[src/hw/cmcc_pkg.sv]
// Constants, carriers and CRC step functions of the configuration memory CRC checker.
// Assumes the including design runs the checker on one core clock.
package cmcc_pkg;

	localparam int WORD_W = 32;
	localparam int CRC16_W = 16;
	localparam int MEM_DEPTH = 64;
	localparam int ADDR_W = 6;
	localparam logic [ADDR_W-1:0] ADDR_FIRST = 6'h00;
	localparam logic [ADDR_W-1:0] ADDR_LAST = 6'h3f;
	localparam logic [ADDR_W-1:0] ADDR_STEP = 6'h01;

	localparam logic [31:0] CRC32_POLY = 32'h04c11db7;
	localparam logic [31:0] CRC32_INIT = 32'hffffffff;
	localparam logic [31:0] SIG_ZERO = 32'h00000000;
	localparam logic [15:0] CRC16_POLY = 16'h1021;
	localparam logic [15:0] CRC16_INIT = 16'hffff;

	localparam int IR_W = 10;
	localparam logic [IR_W-1:0] INSTR_STORE_OVERWRITE = 10'h015;

	// Oscillator divided by 2^n, n from 0 to 8
	localparam int OSC_FREQ_MHZ = 80;
	localparam int DIV_W = 4;
	localparam logic [DIV_W-1:0] DIV_N_MAX = 4'h8;
	localparam int DIVCNT_W = 9;
	localparam logic [DIVCNT_W-1:0] DIVCNT_ONE = 9'h001;

	typedef enum logic [1:0]
	{
		ST_CONFIG = 2'b00,
		ST_USER = 2'b01,
		ST_FAULT = 2'b10
	} cmcc_state_e;

	typedef struct packed
	{
		logic wr;
		logic [ADDR_W-1:0] addr;
		logic [WORD_W-1:0] data;
		logic frame_end;
		logic [CRC16_W-1:0] frame_crc;
		logic done;
		logic [31:0] final_crc;
	} cmcc_cfg_s;

	typedef struct packed
	{
		logic tck;
		logic tdi;
		logic shift_dr;
		logic [IR_W-1:0] ir;
	} cmcc_jtag_s;

	// One data word into the 32-bit CRC, MSB first
	function automatic logic [31:0] crc32_step(input logic [31:0] crc, input logic [WORD_W-1:0] d);
		logic [31:0] c;
		c = crc;
		for (int i = WORD_W - 1; i >= 0; i--)
		begin
			c = (c[31] ^ d[i]) ? ((c << 1) ^ CRC32_POLY) : (c << 1);
		end
		return c;
	endfunction

	// One data word into the 16-bit frame CRC, MSB first
	function automatic logic [15:0] crc16_step(input logic [15:0] crc, input logic [WORD_W-1:0] d);
		logic [15:0] c;
		c = crc;
		for (int i = WORD_W - 1; i >= 0; i--)
		begin
			c = (c[15] ^ d[i]) ? ((c << 1) ^ CRC16_POLY) : (c << 1);
		end
		return c;
	endfunction

endpackage

[src/hw/cmcc_sync.sv]
// Two flip-flop synchroniser for a bus of independent pin levels.
// Assumes each bit is a slow level; no bus coherence is given.
`timescale 1ns/10ps
module cmcc_sync #(
	parameter int WIDTH = 1
) (
	input wire logic clk_i,
	input wire logic rst_n_i,
	input wire logic [WIDTH-1:0] d_i,
	output logic [WIDTH-1:0] q_o
);
	logic [WIDTH-1:0] meta_q;
	logic [WIDTH-1:0] sync_q;

	always_ff @(posedge clk_i or negedge rst_n_i)
	begin
		if (!rst_n_i)
		begin
			meta_q <= '0;
			sync_q <= '0;
		end
		else
		begin
			meta_q <= d_i;
			sync_q <= meta_q;
		end
	end

	assign q_o = sync_q;
endmodule // cmcc_sync

[src/hw/cmcc_cell_mem.sv]
// Configuration cell memory: one write port, one read port with registered data.
// Assumes writer and reader never use the same cycle on purpose.
`timescale 1ns/10ps
module cmcc_cell_mem (
	input wire logic clk_i,
	input wire logic wr_i,
	input wire logic [cmcc_pkg::ADDR_W-1:0] waddr_i,
	input wire logic [cmcc_pkg::WORD_W-1:0] wdata_i,
	input wire logic rd_i,
	input wire logic [cmcc_pkg::ADDR_W-1:0] raddr_i,
	output logic [cmcc_pkg::WORD_W-1:0] rdata_o
);
	logic [cmcc_pkg::WORD_W-1:0] mem_q [cmcc_pkg::MEM_DEPTH];
	logic [cmcc_pkg::WORD_W-1:0] rdata_q;

	always_ff @(posedge clk_i)
	begin
		if (wr_i)
		begin
			mem_q[waddr_i] <= wdata_i;
		end
	end

	always_ff @(posedge clk_i)
	begin
		if (rd_i)
		begin
			rdata_q <= mem_q[raddr_i];
		end
	end

	assign rdata_o = rdata_q;
endmodule // cmcc_cell_mem

[src/hw/cmcc_top.sv]
// Configuration memory CRC checker: frame CRC during load, 32-bit background CRC after.
// Assumes a configuration controller on CORE_CLK_I and scan/pin inputs from outside.
//
// Functional notes
// Failure pin high means corrupted configuration cells were found.
// Failure pin exists only when enabled; otherwise it is a user I/O.
// Failure pin is push-pull, never inverted, never open-drain.
// After an error the checker keeps calculating and drives the pin high.
// One 32-bit CRC covers the whole cell memory in user mode.
// Each loaded frame gets a 16-bit CRC computed and compared.
// Frame CRC mismatch pulls the configuration status line low.
// Signature register holds compare result; all zeros when clean.
// Any non-zero signature drives the failure pin high.
// Storage register loads the precomputed CRC at configuration end.
// Stored signature feeds the compute-and-compare unit in user mode.
// Store-overwrite instruction makes the storage register a 32-bit scan chain.
// Store-overwrite instruction never halts normal user operation.
// Instruction code 00 0001 0101 puts storage register between scan in and out.
// Generator is the 32-bit IEEE 802 CRC polynomial.
// Failure pin holds through the next pass; clears only after a clean pass.
// Checker rate is the oscillator divided by 2^n, n from 0 to 8.
// Each pass end updates the signature and starts again at cell zero.
`timescale 1ns/10ps
module cmcc_top (
	input wire logic CORE_CLK_I,
	input wire logic NRST_I,
	input wire logic ENABLE_I,
	input wire logic [cmcc_pkg::DIV_W-1:0] DIV_N_I,
	input wire cmcc_pkg::cmcc_cfg_s CFG_BUS_I,
	input wire cmcc_pkg::cmcc_jtag_s JTAG_I,
	input wire logic USER_OUT_I,
	input wire logic USER_OE_N_I,
	input wire logic ERR_PIN_I,
	output logic ERR_PIN_O,
	output logic ERR_PIN_OE_N_O,
	output logic USER_IN_O,
	output logic CONFIG_STATUS_LOW_N_O,
	output logic TDO_O,
	output logic USER_MODE_O,
	output logic PASS_DONE_O,
	output logic [31:0] SIGNATURE_O
);
	localparam int JTAG_W = $bits(cmcc_pkg::cmcc_jtag_s);
	localparam int SYNC_W = JTAG_W + cmcc_pkg::DIV_W + 2;

	logic rst_meta_q;
	logic rst_n;
	logic [SYNC_W-1:0] sync_raw;
	cmcc_pkg::cmcc_jtag_s jtag_s;
	logic [cmcc_pkg::DIV_W-1:0] div_n_s;
	logic en_s;
	logic pin_in_s;

	cmcc_pkg::cmcc_state_e state_q;
	cmcc_pkg::cmcc_state_e state_d;
	logic [15:0] crc16_q;
	logic [31:0] crc_q;
	logic [31:0] store_q;
	logic [31:0] signature_q;
	logic fail_q;
	logic status_n_q;
	logic [cmcc_pkg::DIVCNT_W-1:0] div_cnt_q;
	logic [cmcc_pkg::ADDR_W-1:0] scan_addr_q;
	logic rd_pend_q;
	logic last_pend_q;
	logic pass_done_q;
	logic tck_prev_q;
	logic tdo_q;
	logic err_pin_q;
	logic err_oe_n_q;

	wire logic [cmcc_pkg::WORD_W-1:0] rdata;
	wire logic cfg_phase = (state_q == cmcc_pkg::ST_CONFIG);
	wire logic user_phase = (state_q == cmcc_pkg::ST_USER);
	wire logic running = user_phase && en_s;
	wire logic cfg_wr = cfg_phase && CFG_BUS_I.wr;
	wire logic [15:0] crc16_next = cfg_wr ? cmcc_pkg::crc16_step(crc16_q, CFG_BUS_I.data) : crc16_q;
	wire logic frame_check = cfg_phase && CFG_BUS_I.frame_end;
	wire logic frame_bad = frame_check && (crc16_next != CFG_BUS_I.frame_crc);
	wire logic cfg_finish = cfg_phase && CFG_BUS_I.done && !frame_bad;
	wire logic [cmcc_pkg::DIV_W-1:0] div_n_eff =
		(div_n_s > cmcc_pkg::DIV_N_MAX) ? cmcc_pkg::DIV_N_MAX : div_n_s;
	wire logic [cmcc_pkg::DIVCNT_W-1:0] div_limit =
		cmcc_pkg::DIVCNT_W'((cmcc_pkg::DIVCNT_ONE << div_n_eff) - cmcc_pkg::DIVCNT_ONE);
	wire logic tick = running && (div_cnt_q >= div_limit);
	wire logic [31:0] crc_word = cmcc_pkg::crc32_step(crc_q, rdata);
	wire logic [31:0] sig_next = crc_word ^ store_q;
	wire logic tck_rise = jtag_s.tck && !tck_prev_q;
	wire logic instr_active = user_phase && (jtag_s.ir == cmcc_pkg::INSTR_STORE_OVERWRITE);
	wire logic shift_hit = instr_active && jtag_s.shift_dr && tck_rise;

	// Reset release through two flip-flops
	always_ff @(posedge CORE_CLK_I or negedge NRST_I)
	begin
		if (!NRST_I)
		begin
			rst_meta_q <= 1'b0;
			rst_n <= 1'b0;
		end
		else
		begin
			rst_meta_q <= 1'b1;
			rst_n <= rst_meta_q;
		end
	end

	cmcc_sync #(
		.WIDTH(SYNC_W)
	) u_sync (
		.clk_i(CORE_CLK_I),
		.rst_n_i(rst_n),
		.d_i({JTAG_I, DIV_N_I, ENABLE_I, ERR_PIN_I}),
		.q_o(sync_raw)
	);

	assign jtag_s = cmcc_pkg::cmcc_jtag_s'(sync_raw[SYNC_W-1 -: JTAG_W]);
	assign div_n_s = sync_raw[cmcc_pkg::DIV_W+1:2];
	assign en_s = sync_raw[1];
	assign pin_in_s = sync_raw[0];

	// Config writes fill the cells; user passes read them
	cmcc_cell_mem u_mem (
		.clk_i(CORE_CLK_I),
		.wr_i(cfg_wr),
		.waddr_i(CFG_BUS_I.addr),
		.wdata_i(CFG_BUS_I.data),
		.rd_i(tick),
		.raddr_i(scan_addr_q),
		.rdata_o(rdata)
	);

	always_comb
	begin
		state_d = state_q;
		case (state_q)
			cmcc_pkg::ST_CONFIG:
			begin
				if (frame_bad)
				begin
					state_d = cmcc_pkg::ST_FAULT;
				end
				else if (CFG_BUS_I.done)
				begin
					state_d = cmcc_pkg::ST_USER;
				end
			end
			cmcc_pkg::ST_USER: state_d = cmcc_pkg::ST_USER;
			cmcc_pkg::ST_FAULT: state_d = cmcc_pkg::ST_FAULT;
			default: state_d = cmcc_pkg::ST_FAULT;
		endcase
	end

	// Frame CRC during configuration
	always_ff @(posedge CORE_CLK_I or negedge rst_n)
	begin
		if (!rst_n)
		begin
			state_q <= cmcc_pkg::ST_CONFIG;
			crc16_q <= cmcc_pkg::CRC16_INIT;
			status_n_q <= 1'b1;
		end
		else
		begin
			state_q <= state_d;
			crc16_q <= frame_check ? cmcc_pkg::CRC16_INIT : crc16_next;
			if (frame_bad)
			begin
				status_n_q <= 1'b0;
			end
		end
	end

	// Rate divider for the background pass
	always_ff @(posedge CORE_CLK_I or negedge rst_n)
	begin
		if (!rst_n)
		begin
			div_cnt_q <= '0;
		end
		else
		begin
			div_cnt_q <= (tick || !running) ? '0 : div_cnt_q + cmcc_pkg::DIVCNT_ONE;
		end
	end

	// Background pass over all cells
	always_ff @(posedge CORE_CLK_I or negedge rst_n)
	begin
		if (!rst_n)
		begin
			scan_addr_q <= cmcc_pkg::ADDR_FIRST;
			rd_pend_q <= 1'b0;
			last_pend_q <= 1'b0;
			pass_done_q <= 1'b0;
			crc_q <= cmcc_pkg::CRC32_INIT;
			signature_q <= cmcc_pkg::SIG_ZERO;
			fail_q <= 1'b0;
		end
		else
		begin
			rd_pend_q <= tick;
			last_pend_q <= tick && (scan_addr_q == cmcc_pkg::ADDR_LAST);
			pass_done_q <= rd_pend_q && last_pend_q;
			if (tick)
			begin
				scan_addr_q <= scan_addr_q + cmcc_pkg::ADDR_STEP;
			end
			if (rd_pend_q && last_pend_q)
			begin
				crc_q <= cmcc_pkg::CRC32_INIT;
				signature_q <= sig_next;
				fail_q <= (sig_next != cmcc_pkg::SIG_ZERO);
			end
			else if (rd_pend_q)
			begin
				crc_q <= crc_word;
			end
		end
	end

	// Storage register: load at configuration end, scan chain under the instruction
	always_ff @(posedge CORE_CLK_I or negedge rst_n)
	begin
		if (!rst_n)
		begin
			store_q <= cmcc_pkg::SIG_ZERO;
			tck_prev_q <= 1'b0;
			tdo_q <= 1'b0;
		end
		else
		begin
			tck_prev_q <= jtag_s.tck;
			if (cfg_finish)
			begin
				store_q <= CFG_BUS_I.final_crc;
			end
			else if (shift_hit)
			begin
				store_q <= {jtag_s.tdi, store_q[31:1]};
			end
			tdo_q <= instr_active ? store_q[0] : 1'b0;
		end
	end

	// Dual-purpose pin drive
	always_ff @(posedge CORE_CLK_I or negedge rst_n)
	begin
		if (!rst_n)
		begin
			err_pin_q <= 1'b0;
			err_oe_n_q <= 1'b1;
		end
		else
		begin
			err_pin_q <= en_s ? fail_q : USER_OUT_I;
			err_oe_n_q <= en_s ? 1'b0 : USER_OE_N_I;
		end
	end

	assign ERR_PIN_O = err_pin_q;
	assign ERR_PIN_OE_N_O = err_oe_n_q;
	assign USER_IN_O = pin_in_s;
	assign CONFIG_STATUS_LOW_N_O = status_n_q;
	assign TDO_O = tdo_q;
	assign USER_MODE_O = state_q[0];
	assign PASS_DONE_O = pass_done_q;
	assign SIGNATURE_O = signature_q;
endmodule // cmcc_top

[config.mk]
export PLATFORM = sky130hd
export DESIGN_NAME = cmcc_top
export DESIGN_NICKNAME = d
export VERILOG_FILES = /design/src/hw/cmcc_pkg.sv /design/src/hw/cmcc_sync.sv /design/src/hw/cmcc_cell_mem.sv /design/src/hw/cmcc_top.sv
export SDC_FILE = /design/constraint.sdc
export NUM_CORES = 2
export LEC_CHECK = 0
export BUFFER_PORTS_ARGS = -buffer_cell sky130_fd_sc_hd__buf_2
export CORE_MARGIN = 5
export CORE_UTILIZATION = 55
export CTS_CLUSTER_DIAMETER = 50
export DETAILED_ROUTE_END_ITERATION = 10
export PLACE_DENSITY = 0.68
export SLEW_MARGIN = 20
export SYNTH_ARGS = -nofsm -noshare
export SYNTH_HDL_FRONTEND = slang
export SYNTH_HIERARCHICAL = 1
export SYNTH_SLANG_ARGS = --single-unit
export TNS_END_PERCENT = 30
[constraint.sdc]
create_clock -name CORE_CLK_I -period 7 [get_ports CORE_CLK_I]
set_input_delay 0.35 -clock CORE_CLK_I [delete_from_list [all_inputs] [get_ports CORE_CLK_I]]
set_output_delay 0.35 -clock CORE_CLK_I [all_outputs]
set_load 0.03 [all_outputs]
==> impl_results.md <==
- Vias in the first global route: around 45000
- Synthesized area: 91330 µm²
- Largest net degree at the start of global routing: 123
- Finished Cell Area: just over 100000 µm²
- Total Wirelength: roughly 240000 µm
- Clk buf depth: 3
- Cells after synthesis: 4304
- Number of flops mapped to enable cells by yosys: 2080
- All-Layer GR Usage: 0.2747
- Total die area: 174300 µm²
- Ratio of cells with drive above 1 in the final layout: 0.2865
- FF+latch count, synth: about 2300
- Congestion Overflow GR: 0
- DRC: 0
- Fin. max-slew vios: 0
- Final hold violations: 0
- Final total power: ~28 mW
- Final WS setup: 1.868 ns
- NumNets Final: 4815
- Worst-margin pin slew: 1.154 ns
- Global-route wire length before repair: approximately 340000 µm
- FFs w/ async S/R, synth: 0.07883
- Post-layout util: 0.6266
- Post-synth top area cell: edfxtp_1
- Synth Warn #: 6
- Clk pin slew, worst setup/hold paths: 0.06 ns
- Hold crit path type: input pin to flip-flop
- Hold Path Depth: 1
- Via count: 45140
- I/O Buffers: 150
- CP top delay family: XOR/XNOR gates
- Beginning of the worst hold path: CFG_BUS_I[75]
- Setup violators final: 0
- Core Region: about 160000 µm²
- Fmax: 194.9 MHz
- Setup TNS: 0 ns
- Setup crit end kind: flip-flop
- Fin crit share: 0.7331
- DP Area: 95540 µm²
- Crit-path cells: xnor2_1, xnor3_1, xnor3_1, xnor2_1, xor2_2, xor2_1, xnor3_1, xnor2_1, o2111ai_1, a2111oi_1, a31oi_1
- Syn-to-layout area delta: 13.18%
- CTS root buf: clkbuf_16
- Max IR drop VDD: 0.0002291 V
- Clk_skew: 0.05969 ns
- R2R Path End: fail_q$_DFFE_PN0P_
- DRT Pass-1 Iters: 6
- Min cycle time layout: 5.132 ns
- CP Buf/Inv Count: 0
- Antenna viol nets, final: 0
- Fill count: 11120
- CP Class: flip-flop to flip-flop
- P_leak: approximately 34 nW
- CTS buffer count: 218
- H-tree depth: 4
- RSZ-0062 raised after global routing: false
- Placer Congestion: approximately 0.91
- Post-synth top area share: 0.6839
- IO Count: 151
- CTS tree: built
- CP max FO: 6
- Max cap viols: 0
- Pwr dens: 273.0 nW/µm²
- Worst skew pair latency: 0.86 ns
- Initial antenna violation count: 24
- Mean Syn Cell Area: 21.22 µm²
- Post-DP HPWL: approximately 140000 µm
- Post-DR wirelength/cell: 33.71 µm
- Crit path max-delay cell type: xnor2_1
- Startpoint Class: flip-flop
- Via density per instance: 6.390
- Ys flop type: edfxtp_1
- Hold endpoint: u_mem/mem_q[55][25]$_DFFE_PP_
- Starting Density: 0.5536
- RR Startpoint: u_mem/rdata_o[30]$_DFFE_PP_
- Reg2reg setup slack: 1.87 ns
- CTS sink count: 2258
- Required @ worst endpoint: ~7.7 ns
- Post-Layout Cell Count: 7064
- Cell count along the critical path: 11
- Post-CTS Setup Repair Bufs: 0
- WHS: 0.08929 ns
- Die height: approximately 420 µm
- Die W: 417.5 µm
- Placed cell count: 6588
- Synth top area cells: edfxtp_1 68%, mux4_2 13%, dfrtp_1 3.5%, xnor3_1 2.2%, xnor2_1 1.9%
- Worst-case headroom to the max-slew limit: 0.2290
- R2R depth: 11
- Worst Path Arrival: around 6 ns
- Initial DRC count: 6068
- Row count: between 100 and 150
- Netlist cell types: 75
- Seq/Total Area, Yosys: 0.7333
- Dpl ws: 1.853 ns
- Outcome: finished, final reports clean
- Slowest cell delay on critical path: about 0.86 ns
-- layout by cell type, fill, tap and decap left out, types with 85 or more instances in the layout --
master        n
xor2_1       89
edfxtp_1   2080
nor2_1      127
o22ai_1      85
buf_4       145
mux4_2      544
clkbuf_16   219
nand2_1      89
dfrtp_1     123
xnor3_1      88
buf_2       150
xnor2_1     196
mux2i_1     103
-- logic make-up (layout without fill, tap and decap cells) --
group / count (synthesis) / after routing / share of synthesized area
xor+xnor: 416 / 416 / 0.05932
buf+inv: 216 / 780 / 0.01110
simple gates: 386 / 386 / 0.01906
other cells: 1 / 8 / 0.00004106
mux: 719 / 719 / 0.1543
fa+ha+maj: 12 / 12 / 0.001644
compound gates: 296 / 296 / 0.02122
flops: 2258 / 2258 / 0.7333
-- where the power goes --
group          switching [mW]  internal, mW
Clock                    4.99          6.63
Sequential             0.0174          14.7
Combinational            1.08         0.756
Total                    6.08          22.1
-- Yosys cell counts, types with 9 or more instances --
cell and instances:
buf_4 25, nor2b_1 18, ha_1 12, nand2b_1 11, buf_1 23, a22oi_1 12
mux4_2 544, mux2i_1 103, a21oi_1 81, xor2_1 89, nand3_1 12, nor2_1 190
nand2_1 90, dfstp_2 50, xnor3_1 88, inv_1 9, nor3_1 14, clkbuf_1 96
xnor2_1 196, buf_2 57, o21ai_0 24, mux2_2 71, o221ai_1 27, dfrtp_1 128
o22a_1 12, o22ai_1 85, xnor2_2 11, edfxtp_1 2080, xor3_1 12
-- per-layer routing --
metal  global-route usage  routed length, µm
met5                    0                 83
met4              0.09735               9150
met3              0.06873              25320
met2               0.4222             111600
met1               0.3911              92040
-- timing repair --
item | 4_1_cts | 5_1_grt
endpoints found under the hold margin | 124 | 0
hold buffers | 72 | 0
gates resized for setup | 0 | 0
-- worst register-to-register path: stages (launching register included) --
cell       delay (ns)
edfxtp_1         0.37
xnor2_1          0.86
xnor3_1          0.61
xnor3_1          0.58
xnor2_1          0.40
xor2_2           0.23
xor2_1           0.40
xnor3_1          0.53
xnor2_1          0.24
o2111ai_1        0.20
a2111oi_1        0.49
a31oi_1          0.14
-- layout make-up --
type / instances / area, µm² / area share
inverters: 10 / 37.54 / 0.0003631
well taps: 2189 / 2739 / 0.02649
flip-flops and latches: 2258 / 67000 / 0.6481
clock buffers: 266 / 5677 / 0.05491
repair buffers: 372 / 2660 / 0.02573
clock inverters: 132 / 1419 / 0.01373
diodes: 6 / 15.01 / 0.0001452
multi-input cells: 1831 / 23830 / 0.2305
-- flip-flops by register name, summed over array words and instances (netlist names) --
register               count
CONFIG_STATUS_LOW_N_O      1
rst_meta_q                 1
last_pend_q                1
store_q                   32
u_mem/mem_q             2048
ERR_PIN_OE_N_O             1
PASS_DONE_O                1
crc16_q                   16
rst_n                      1
scan_addr_q                6
fail_q                     1
div_cnt_q                  9
u_sync/q_o                19
state_q                    2
rd_pend_q                  1
TDO_O                      1
crc_q                     32
tck_prev_q                 1
u_mem/rdata_o             32
SIGNATURE_O               32
ERR_PIN_O                  1
u_sync/meta_q             19
-- how the worst max path moves through the flow --
stage | slack (ns) | endpoint | startpoint
final | 1.87 | fail_q$_DFFE_PN0P_ | u_mem/rdata_o[30]$_DFFE_PP_
after global routing | 1.44 | fail_q$_DFFE_PN0P_ | u_mem/rdata_o[30]$_DFFE_PP_
after CTS | 1.87 | fail_q$_DFFE_PN0P_ | u_mem/rdata_o[30]$_DFFE_PP_
after detailed placement | 1.85 | fail_q$_DFFE_PN0P_ | u_mem/rdata_o[30]$_DFFE_PP_
after global placement | 1.82 | fail_q$_DFFE_PN0P_ | u_mem/rdata_o[30]$_DFFE_PP_
after floorplan | 1.76 | ERR_PIN_O$_DFF_PN0_ | rst_n$_DFF_PN0_
No activity file was read; power rests on OpenSTA's default activity.
